`config.mk`:
```
export PLATFORM = sky130hd
export DESIGN_NAME = tsr_status_regs
export DESIGN_NICKNAME = d
export VERILOG_FILES = /design/src/rtl/tsr_pkg.sv /design/src/rtl/tsr_status_regs.sv
export SDC_FILE = /design/constraint.sdc
export NUM_CORES = 1
export LEC_CHECK = 0
export BUFFER_PORTS_ARGS = -buffer_cell sky130_fd_sc_hd__buf_2
export CORE_ASPECT_RATIO = 0.75
export CORE_MARGIN = 4
export CORE_UTILIZATION = 40
export DETAILED_ROUTE_END_ITERATION = 10
export PLACE_DENSITY = 0.76
export RECOVER_POWER = 100
export SLEW_MARGIN = 20
export SYNTH_ARGS = -nofsm -noshare
export SYNTH_HDL_FRONTEND = slang
export SYNTH_SLANG_ARGS = --single-unit
```
`constraint.sdc`:
```
create_clock -name clk -period 1.25 [get_ports clk]
set_clock_uncertainty 0.2 [all_clocks]
set_input_delay 0.125 -clock clk [delete_from_list [all_inputs] [get_ports clk]]
set_output_delay 0.125 -clock clk [all_outputs]
set_load 0.02 [all_outputs]
```
`src/rtl/tsr_pkg.sv`:
```
// Package: register map, field positions and reset values of the touch/swipe status bank
package tsr_pkg;
  localparam int ADDR_W = 8;
  localparam int DATA_W = 8;
  localparam logic [7:0] ADDR_PRODUCT_CODE = 8'h00;
  localparam logic [7:0] ADDR_FIRMWARE_VERSION = 8'h01;
  localparam logic [7:0] ADDR_SYSTEM_FLAGS = 8'h10;
  localparam logic [7:0] ADDR_SWIPE_FLAGS = 8'h11;
  localparam logic [7:0] ADDR_TOUCH_OUTPUT = 8'h35;
  localparam logic [7:0] ADDR_CHANNEL_SELECT = 8'h3d;
  localparam logic [7:0] ADDR_RAW_COUNT_HIGH = 8'h42;
  localparam logic [7:0] ADDR_RAW_COUNT_LOW = 8'h43;
  localparam logic [7:0] ADDR_BASELINE_HIGH = 8'h83;
  localparam logic [7:0] ADDR_BASELINE_LOW = 8'h84;
  localparam logic [7:0] ADDR_SWIPE_CONFIG = 8'hcb;
  // Swipe flags field positions
  localparam int SWF_PULSE = 7;
  localparam int SWF_TIMEOUT = 6;
  localparam int SWF_OCCURRED = 5;
  localparam int SWF_DUAL = 4;
  localparam int SWF_DIR = 3;
  localparam int SWF_AO_WARN = 2;
  localparam int SWF_FINAL = 1;
  localparam int SWF_START = 0;
  // Swipe config field positions
  localparam int SWC_THIRD_CH = 7;
  localparam int SWC_PULSES = 6;
  localparam int SWC_UI_HI = 5;
  localparam int SWC_UI_LO = 4;
  localparam int SWC_END_ZERO = 3;
  localparam int SWC_ZERO_STATE = 2;
  localparam int SWC_RELAXED = 1;
  localparam int SWC_SWIPE_MODE = 0;
  // System flags field positions
  localparam int SYS_LOW_POWER = 6;
  localparam int SYS_ACTIVE_HIGH = 5;
  localparam int SYS_PROJECTED = 4;
  localparam int SYS_FILTER_HALT = 3;
  localparam int SYS_TUNING = 2;
  localparam int SYS_NOISE = 1;
  localparam int SYS_NORMAL_POWER = 0;
  // Touch output field positions
  localparam int TOUCH_SWIPE_OUT = 7;
  localparam int TOUCH_UNUSED_HI = 6;
  localparam int TOUCH_UNUSED_LO = 4;
  localparam int TOUCH_CH_HI = 3;
  localparam int TOUCH_PROX = 0;
  localparam logic [2:0] TOUCH_UNUSED = 3'h0;
  localparam logic [3:0] TOUCH_RESET = 4'h0;
  localparam logic [15:0] COUNT_RESET = 16'h0000;
  localparam logic [1:0] UI_DUAL = 2'h1;
  localparam logic [7:0] SWIPE_CONFIG_RESET = 8'h00;
  localparam logic [7:0] CHAN_MAX = 8'h03;
  localparam logic [7:0] ZERO_BYTE = 8'h00;
  localparam logic [7:0] UNMAPPED_READ = 8'h00;
endpackage : tsr_pkg

```
`src/rtl/tsr_status_regs.sv`:
```
// Touch/swipe controller information and status register bank
// ------------------------------------------------------------
// Summary of operation
// ------------------------------------------------------------
`timescale 1ns/1ps
module tsr_status_regs
  import tsr_pkg::*;
#(
  parameter logic [7:0] PRODUCT_CODE = 8'h5a,     // Arbitrary value
  parameter logic [7:0] FIRMWARE_VERSION = 8'h01  // Arbitrary value
)
(
  input wire logic clk,
  input wire logic rst_n,
  // Register access port from the serial interface
  input wire logic [tsr_pkg::ADDR_W-1:0] reg_addr,
  input wire logic reg_wr,
  input wire logic [tsr_pkg::DATA_W-1:0] reg_wdata,
  output logic [tsr_pkg::DATA_W-1:0] reg_rdata,
  // Status from the sensing core
  input wire logic low_power_flag,
  input wire logic active_high_out,
  input wire logic projected_cap,
  input wire logic filter_halt,
  input wire logic auto_tuning_busy,
  input wire logic noise_detect_en,
  input wire logic noise_detected,
  input wire logic normal_power,
  input wire logic state_timeout,
  input wire logic swipe_event,
  input wire logic swipe_reverse,
  input wire logic auto_off_warning_flag,
  input wire logic engine_final_state,
  input wire logic engine_start_state,
  input wire logic [2:0] touch_present,
  input wire logic prox_present,
  input wire logic [1:0] active_channel,
  input wire logic [15:0] raw_count,
  input wire logic [15:0] baseline_average,
  // Configuration to the sensing core, and the swipe output pin
  output logic third_channel_enable,
  output logic pulse_output_mode,
  output logic [1:0] gesture_interface_select,
  output logic end_zero_opt,
  output logic zero_state_opt,
  output logic states_relaxed_opt,
  output logic swipe_mode,
  output logic swipe_output_pin
);
  import tsr_pkg::*;

  // ------------------------------------------------------------
  // Captured status
  // ------------------------------------------------------------
  logic [7:0] sys_reg;
  logic [7:0] sys_next;
  logic timeout_reg;
  logic occurred_reg;
  logic dir_reg;
  logic ao_reg;
  logic final_reg;
  logic start_reg;
  logic swipe_toggle_reg;
  logic [3:0] touch_reg;
  logic [7:0] chan_reg;
  logic [15:0] count_reg;
  logic [15:0] base_reg;
  logic [7:0] swipe_config_reg;
  logic [7:0] rdata_reg;
  logic [7:0] rdata_next;

  // ------------------------------------------------------------
  // Address decode
  // ------------------------------------------------------------
  wire hit_product_code = (reg_addr == ADDR_PRODUCT_CODE);
  wire hit_firmware_version = (reg_addr == ADDR_FIRMWARE_VERSION);
  wire hit_system_flags = (reg_addr == ADDR_SYSTEM_FLAGS);
  wire hit_swipe_flags = (reg_addr == ADDR_SWIPE_FLAGS);
  wire hit_touch_output = (reg_addr == ADDR_TOUCH_OUTPUT);
  wire hit_channel_select = (reg_addr == ADDR_CHANNEL_SELECT);
  wire hit_raw_count_high = (reg_addr == ADDR_RAW_COUNT_HIGH);
  wire hit_raw_count_low = (reg_addr == ADDR_RAW_COUNT_LOW);
  wire hit_baseline_high = (reg_addr == ADDR_BASELINE_HIGH);
  wire hit_baseline_low = (reg_addr == ADDR_BASELINE_LOW);
  wire hit_swipe_config = (reg_addr == ADDR_SWIPE_CONFIG);

  // Only two bytes take writes; writes to read-only bytes decode to nothing
  wire wr_swipe_flags = reg_wr && hit_swipe_flags;
  wire wr_swipe_config = reg_wr && hit_swipe_config;
  wire occurred_clear = wr_swipe_flags && !reg_wdata[SWF_OCCURRED];
  wire timeout_clear = wr_swipe_flags && !reg_wdata[SWF_TIMEOUT];
  wire ao_clear = wr_swipe_flags && !reg_wdata[SWF_AO_WARN];
  wire dual_active = (swipe_config_reg[SWC_UI_HI:SWC_UI_LO] == UI_DUAL);
  wire noise_seen = noise_detected && noise_detect_en;

  always_comb
  begin
    sys_next = ZERO_BYTE;
    sys_next[SYS_LOW_POWER] = low_power_flag;
    sys_next[SYS_ACTIVE_HIGH] = active_high_out;
    sys_next[SYS_PROJECTED] = projected_cap;
    sys_next[SYS_FILTER_HALT] = filter_halt;
    sys_next[SYS_TUNING] = auto_tuning_busy;
    sys_next[SYS_NOISE] = noise_seen;
    sys_next[SYS_NORMAL_POWER] = normal_power;
  end

  // ------------------------------------------------------------
  // Status registers
  // ------------------------------------------------------------
  // System flags follow their sources one clock late
  always_ff @(posedge clk or negedge rst_n)
  begin
    if (!rst_n)
    begin
      sys_reg <= ZERO_BYTE;
    end
    else
    begin
      sys_reg <= sys_next;
    end
  end

  // Direction moves only on a recognised swipe, so it keeps the last one
  always_ff @(posedge clk or negedge rst_n)
  begin
    if (!rst_n)
    begin
      dir_reg <= 1'b0;
    end
    else if (swipe_event)
    begin
      dir_reg <= swipe_reverse;
    end
  end

  // Engine position flags are plain levels
  always_ff @(posedge clk or negedge rst_n)
  begin
    if (!rst_n)
    begin
      final_reg <= 1'b0;
      start_reg <= 1'b0;
    end
    else
    begin
      final_reg <= engine_final_state;
      start_reg <= engine_start_state;
    end
  end

  // Channel touches and proximity
  always_ff @(posedge clk or negedge rst_n)
  begin
    if (!rst_n)
    begin
      touch_reg <= TOUCH_RESET;
    end
    else
    begin
      touch_reg <= {touch_present, prox_present};
    end
  end

  // ------------------------------------------------------------
  // Sticky flags
  // ------------------------------------------------------------
  // A set in the clearing cycle wins, so no event is lost to a host clear
  always_ff @(posedge clk or negedge rst_n)
  begin
    if (!rst_n)
    begin
      timeout_reg <= 1'b0;
    end
    else
    begin
      timeout_reg <= state_timeout || (timeout_reg && !timeout_clear);
    end
  end

  always_ff @(posedge clk or negedge rst_n)
  begin
    if (!rst_n)
    begin
      occurred_reg <= 1'b0;
    end
    else
    begin
      occurred_reg <= swipe_event || (occurred_reg && !occurred_clear);
    end
  end

  always_ff @(posedge clk or negedge rst_n)
  begin
    if (!rst_n)
    begin
      ao_reg <= 1'b0;
    end
    else
    begin
      ao_reg <= auto_off_warning_flag || (ao_reg && !ao_clear);
    end
  end

  // ------------------------------------------------------------
  // Swipe output
  // ------------------------------------------------------------
  // Level toggle; pulse/level form is handled by pin logic outside
  always_ff @(posedge clk or negedge rst_n)
  begin
    if (!rst_n)
    begin
      swipe_toggle_reg <= 1'b0;
    end
    else if (swipe_event)
    begin
      swipe_toggle_reg <= !swipe_toggle_reg;
    end
  end

  // ------------------------------------------------------------
  // Channel data
  // ------------------------------------------------------------
  // Captured on the same edge so number, count and average stay coherent
  always_ff @(posedge clk or negedge rst_n)
  begin
    if (!rst_n)
    begin
      chan_reg <= ZERO_BYTE;
    end
    else
    begin
      chan_reg <= DATA_W'(active_channel);
    end
  end

  always_ff @(posedge clk or negedge rst_n)
  begin
    if (!rst_n)
    begin
      count_reg <= COUNT_RESET;
    end
    else
    begin
      count_reg <= raw_count;
    end
  end

  always_ff @(posedge clk or negedge rst_n)
  begin
    if (!rst_n)
    begin
      base_reg <= COUNT_RESET;
    end
    else
    begin
      base_reg <= baseline_average;
    end
  end

  // ------------------------------------------------------------
  // Swipe configuration
  // ------------------------------------------------------------
  always_ff @(posedge clk or negedge rst_n)
  begin
    if (!rst_n)
    begin
      swipe_config_reg <= SWIPE_CONFIG_RESET;
    end
    else if (wr_swipe_config)
    begin
      swipe_config_reg <= reg_wdata;
    end
  end

  assign third_channel_enable = swipe_config_reg[SWC_THIRD_CH];
  assign pulse_output_mode = swipe_config_reg[SWC_PULSES];
  assign gesture_interface_select = swipe_config_reg[SWC_UI_HI:SWC_UI_LO];
  assign end_zero_opt = swipe_config_reg[SWC_END_ZERO];
  assign zero_state_opt = swipe_config_reg[SWC_ZERO_STATE];
  assign states_relaxed_opt = swipe_config_reg[SWC_RELAXED];
  assign swipe_mode = swipe_config_reg[SWC_SWIPE_MODE];
  assign swipe_output_pin = swipe_toggle_reg;

  // ------------------------------------------------------------
  // Read multiplexer
  // ------------------------------------------------------------
  // Swipe flags byte; bit 7 mirrors the pulse/level choice in the configuration
  wire [7:0] swipe_flags_val;
  assign swipe_flags_val[SWF_PULSE] = swipe_config_reg[SWC_PULSES];
  assign swipe_flags_val[SWF_TIMEOUT] = timeout_reg;
  assign swipe_flags_val[SWF_OCCURRED] = occurred_reg;
  assign swipe_flags_val[SWF_DUAL] = dual_active;
  assign swipe_flags_val[SWF_DIR] = dir_reg;
  assign swipe_flags_val[SWF_AO_WARN] = ao_reg;
  assign swipe_flags_val[SWF_FINAL] = final_reg;
  assign swipe_flags_val[SWF_START] = start_reg;
  wire [7:0] touch_val;
  assign touch_val[TOUCH_SWIPE_OUT] = swipe_toggle_reg;
  assign touch_val[TOUCH_UNUSED_HI:TOUCH_UNUSED_LO] = TOUCH_UNUSED;
  assign touch_val[TOUCH_CH_HI:TOUCH_PROX] = touch_reg;

  // Each byte is gated by its own address hit and the gated bytes are ORed together;
  // an address that hits nothing reads back as zero
  logic [7:0] sel_product_code;
  logic [7:0] sel_firmware_version;
  logic [7:0] sel_system_flags;
  logic [7:0] sel_swipe_flags;
  logic [7:0] sel_touch_output;
  logic [7:0] sel_channel_select;
  logic [7:0] sel_raw_count_high;
  logic [7:0] sel_raw_count_low;
  logic [7:0] sel_baseline_high;
  logic [7:0] sel_baseline_low;
  logic [7:0] sel_swipe_config;
  logic [7:0] sel_unmapped;
  wire hit_mapped = hit_product_code || hit_firmware_version || hit_system_flags || hit_swipe_flags ||
                    hit_touch_output || hit_channel_select || hit_raw_count_high || hit_raw_count_low ||
                    hit_baseline_high || hit_baseline_low || hit_swipe_config;
  assign sel_product_code = {DATA_W{hit_product_code}} & PRODUCT_CODE;
  assign sel_firmware_version = {DATA_W{hit_firmware_version}} & FIRMWARE_VERSION;
  assign sel_system_flags = {DATA_W{hit_system_flags}} & sys_reg;
  assign sel_swipe_flags = {DATA_W{hit_swipe_flags}} & swipe_flags_val;
  assign sel_touch_output = {DATA_W{hit_touch_output}} & touch_val;
  assign sel_channel_select = {DATA_W{hit_channel_select}} & chan_reg;
  assign sel_raw_count_high = {DATA_W{hit_raw_count_high}} & count_reg[15:8];
  assign sel_raw_count_low = {DATA_W{hit_raw_count_low}} & count_reg[7:0];
  assign sel_baseline_high = {DATA_W{hit_baseline_high}} & base_reg[15:8];
  assign sel_baseline_low = {DATA_W{hit_baseline_low}} & base_reg[7:0];
  assign sel_swipe_config = {DATA_W{hit_swipe_config}} & swipe_config_reg;
  assign sel_unmapped = {DATA_W{!hit_mapped}} & UNMAPPED_READ;

  assign rdata_next = sel_product_code | sel_firmware_version | sel_system_flags | sel_swipe_flags |
                      sel_touch_output | sel_channel_select | sel_raw_count_high | sel_raw_count_low |
                      sel_baseline_high | sel_baseline_low | sel_swipe_config | sel_unmapped;

  // ------------------------------------------------------------
  // Read data register
  // ------------------------------------------------------------
  // The byte for an address appears one clock after the address is presented
  always_ff @(posedge clk or negedge rst_n)
  begin
    if (!rst_n)
    begin
      rdata_reg <= ZERO_BYTE;
    end
    else
    begin
      rdata_reg <= rdata_next;
    end
  end

  assign reg_rdata = rdata_reg;
endmodule : tsr_status_regs

```
==> results.txt <==
----------------------------------------------------
[Outcome]
  Outcome ... finished, violations left
  Failing checks ... setup timing

[Placed design]
  Placed wire-length estimate after detailed placement ... between 5 and 6 mm
  GP Congestion ... 0.8649
  Total cell area at the placement stage ... 3442 µm²
  Placed instance count ... 386
  Count of buffers from port buffering ... 87
  Post-Place Setup Slack ... -0.6472 ns

[Route]
  Number of vias in the routed layout ... 2350
  Initial drt markers ... 91
  Detail Route met3 WL ... 545 µm
  DR WL met2 ... 4.197 mm
  DRC violation count after routing ... 0
  First-pass DRT Iterations ... 4
  Post-DR vias/cell ... 4.947
  Length of routed wiring on met1 ... 3.560 mm
  Post-route antenna net violation count ... 0
  Highest metal used ... met4
  Average detailed-routed wire length per instance ... 17.87 µm
  DRT Wirelength ... approximately 8.5 mm

[Yosys]
  Top cells by instance count after synthesis ... sky130_fd_sc_hd__dfrtp_1 (68), sky130_fd_sc_hd__a22oi_1 (11), sky130_fd_sc_hd__a22o_1 (9), sky130_fd_sc_hd__mux2_2 (9), sky130_fd_sc_hd__nand3_1 (8)
  Share of async-settable or async-resettable flops after synthesis ... 1.000
  Largest area contributor in the synthesized netlist ... sky130_fd_sc_hd__dfrtp_1
  Number of flops mapped to enable cells by yosys ... 0
  Synthesized instance count ... between 150 and 200
  Main combinational cell family by area after synthesis ... simple AND/OR/NAND/NOR gates
  Flip-flop and latch count after synthesis ... 68
  Number of warnings reported in the yosys synthesis log ... 0
  Net Count, Synth ... 260
  Post-synthesis share of cell area spent on full adders, half adders and majority gates ... 0
  Largest cells by area after synthesis ... sky130_fd_sc_hd__dfrtp_1 (66%), sky130_fd_sc_hd__mux2_2 (3.9%), sky130_fd_sc_hd__a22oi_1 (3.2%), sky130_fd_sc_hd__a22o_1 (3.0%), sky130_fd_sc_hd__mux2_1 (3.0%)
  Synthesized-area fraction occupied by ao, oa, aoi and oai cells ... 0.1040
  Cell area after synthesis ... roughly 2600 µm²
  Number of library cell types mapped by synthesis ... 43
  Xor-xnor portion of the synthesized cell area ... 0.003372
  Prevailing post-synth register cell ... sky130_fd_sc_hd__dfrtp_1
  Post-synthesis average cell area ... 13.74 µm²
  Sequential fraction of the synthesis area ... 0.6551
  Synth top area share ... 0.6551
  Post-synthesis share of cell area spent on and, or, nand and nor gates ... 0.1310
  Multiplexer share of the synthesized area ... 0.08092
  Most frequent cell after synthesis ... sky130_fd_sc_hd__dfrtp_1

[Hold path]
  Worst min-delay path startpoint ... reg_wr
  Min-Delay Path Class ... in -> reg

[Critical path]
  Startpoint of the worst-slack reg-to-reg timing path ... base_reg[1]
  Worst setup path start ... reg_addr[3]
  Element type at the critical path end ... flip-flop
  Req. time, crit path ... ~1.3 ns
  Kind of launch point of the worst setup path ... input pin
  Setup CP Type ... in -> reg
  Largest fanout on the critical path ... 6
  CP Data Arrival Time ... approximately 1.6 ns

[Layout]
  Post-layout net count ... 460
  Final Util ... 0.7085
  Filler Cells Inserted ... 415
  Combined area of the multi-input logic cells ... 954.7 µm²
  Design area ... 4454 µm²
  Antenna fix cells ... 0
  Fraction of final layout cells sized beyond drive strength 1 ... 0.4670
  Flip-flop and latch area ... 1702 µm²
  Area growth from synthesis to layout ... 71.48%
  Final standard cell count with taps included and fillers excluded ... 475

[Floorplan]
  Area of the core ... about 6300 µm²
  Initial standard-cell utilization of the core ... 0.4131
  Die area ... 7861 µm²
  I/O pin cnt ... 88
  Number of standard-cell rows in the floorplan ... 25
  Die outline width ... 101.1 µm
  Die span in y ... 77.79 µm

[Timing]
  Post-layout minimum cycle time ... 1.508 ns
  Share of the clock period used by the worst path ... 1.206
  Headroom to the max-slew limit ... 0.6200
  Worst hold slack ... 0.01185 ns
  Worst setup slack after layout ... -0.2575 ns
  Achievable frequency ... 663.3 MHz
  Setup repair after global routing missed its margin ... true
  Sum Neg Setup Slack ... -3.175 ns
  Endpoints failing setup ... 21
  Max-slew violation count ... 0
  Actual slew at the worst max-slew pin ... 0.5620 ns
  Number of hold violations in the final report ... 0

[CTS]
  Number of sinks driven by the clock tree ... 68
  Number of buffers on the longest clock path ... 2
  TritonCTS clock tree ... yes
  Source-to-sink clock delay at the later pin of the worst-skew pair ... 0.35 ns
  Count of H-tree levels built during CTS ... 3
  CTS buffer count ... 9
  Cell at the root of the clock tree ... sky130_fd_sc_hd__clkbuf_8
  Clock-pin slew on the worst setup and hold paths ... 0.07 ns

[Power]
  LEAKAGE ... between 2 and 2.5 nW
  Share of power burned in the clock network ... 0.339
  Switching Fraction ... 0.2633
  Tot Pwr ... 4.713 mW
  Net Sw Power ... 1.241 mW
  Portion of total power attributed to sequential cells ... 0.501
  Internal Power ... 3.472 mW
  Maximum VDD drop ... between 700 and 800 µV
  Power per unit of standard cell area ... around 1100 nW/µm²
  Combinational share of power ... 0.160

[Global routing]
  Global-route usage over all layers ... 0.2292
  Wire length of the first global-routing pass ... 13.51 mm
  Vias in the first global route ... 2645
  Total global routing overflow ... 0
  Maximum number of pins on one net before global-route repair ... 37
  Initial antenna violation count ... 0

[Run]
  Max capacitance violation total ... 0

----------------------------------------------------
==> worst max-delay path, stage by stage <==
cell and delay, ns:
sky130_fd_sc_hd__buf_6 0.09, sky130_fd_sc_hd__or4_4 0.54, sky130_fd_sc_hd__buf_6 0.16, sky130_fd_sc_hd__nor4b_4 0.34
sky130_fd_sc_hd__buf_4 0.17, sky130_fd_sc_hd__a41oi_1 0.04, sky130_fd_sc_hd__nand4_1 0.11
==> what timing repair did <==
item / 4_1_cts / 5_1_grt
pin swaps: 12 / 8
endpoints found under the hold margin: 128 / 0
setup buffers: 9 / 4
setup endpoints to repair: 27 / 31
hold buffers: 62 / 0
resized for setup: 23 / 14
cloned: 0 / 0
==> area by class of cell <==
type	count	area share
inverters	4	0.003371
multi-input cells	108	0.2143
clock inverters	6	0.01124
flip-flops and latches	68	0.3820
repair buffers	198	0.3376
well taps	81	0.02275
clock buffers	10	0.02865
==> logic make-up after synthesis <==
family / count (synthesis)
buffers and inverters: 13
muxes: 19
AOI/OAI and AO/OA: 35
and+or+nand+nor: 53
xor gates and xnor gates: 1
DFF: 68
==> layer usage <==
layer / vias up / GRT usage
met5: - / 0
met4: 0 / 0.06773
li1: 1094 / -
met2: 86 / 0.3734
met1: 1152 / 0.2855
met3: 18 / 0.08266
==> path summary, 6_finish.rpt <==
path,depth (start not counted),end,slack [ns]
max,7,reg_rdata[1],-0.26
min,5,ao_reg,0.01
max reg2reg,3,reg_rdata[1],-0.10
min reg2reg,2,reg_rdata[6],0.30
max in group asynchronous,3,count_reg[9],0.10
min in group asynchronous,2,base_reg[8],0.06
==> power by group through the flow <==
stage	clock, mW	sequential (mW)	combinational, mW
floorplan	0	2.44	0.159
detailed placement	0	2.41	0.493
global route	1.72	2.37	0.814
CTS	1.62	2.35	0.729
global placement	0	2.40	0.487
finish	1.60	2.36	0.753
==> cell usage in the layout (no fill, tap or decap), types with 4 or more instances in the layout <==
master / count
sky130_fd_sc_hd__clkbuf_2: 7
sky130_fd_sc_hd__a22oi_1: 6
sky130_fd_sc_hd__a22oi_2: 5
sky130_fd_sc_hd__buf_4: 40
sky130_fd_sc_hd__nor2_1: 5
sky130_fd_sc_hd__dlygate4sd3_1: 61
sky130_fd_sc_hd__buf_6: 17
sky130_fd_sc_hd__mux2_2: 9
sky130_fd_sc_hd__mux2_4: 7
sky130_fd_sc_hd__clkbuf_8: 10
sky130_fd_sc_hd__nand3_1: 8
sky130_fd_sc_hd__dfrtp_1: 68
sky130_fd_sc_hd__clkbuf_1: 7
sky130_fd_sc_hd__buf_2: 66
sky130_fd_sc_hd__nand2_1: 6
sky130_fd_sc_hd__nand2b_1: 6
sky130_fd_sc_hd__inv_1: 4
sky130_fd_sc_hd__a22o_1: 9
No activity file was read; power rests on OpenSTA's default activity.
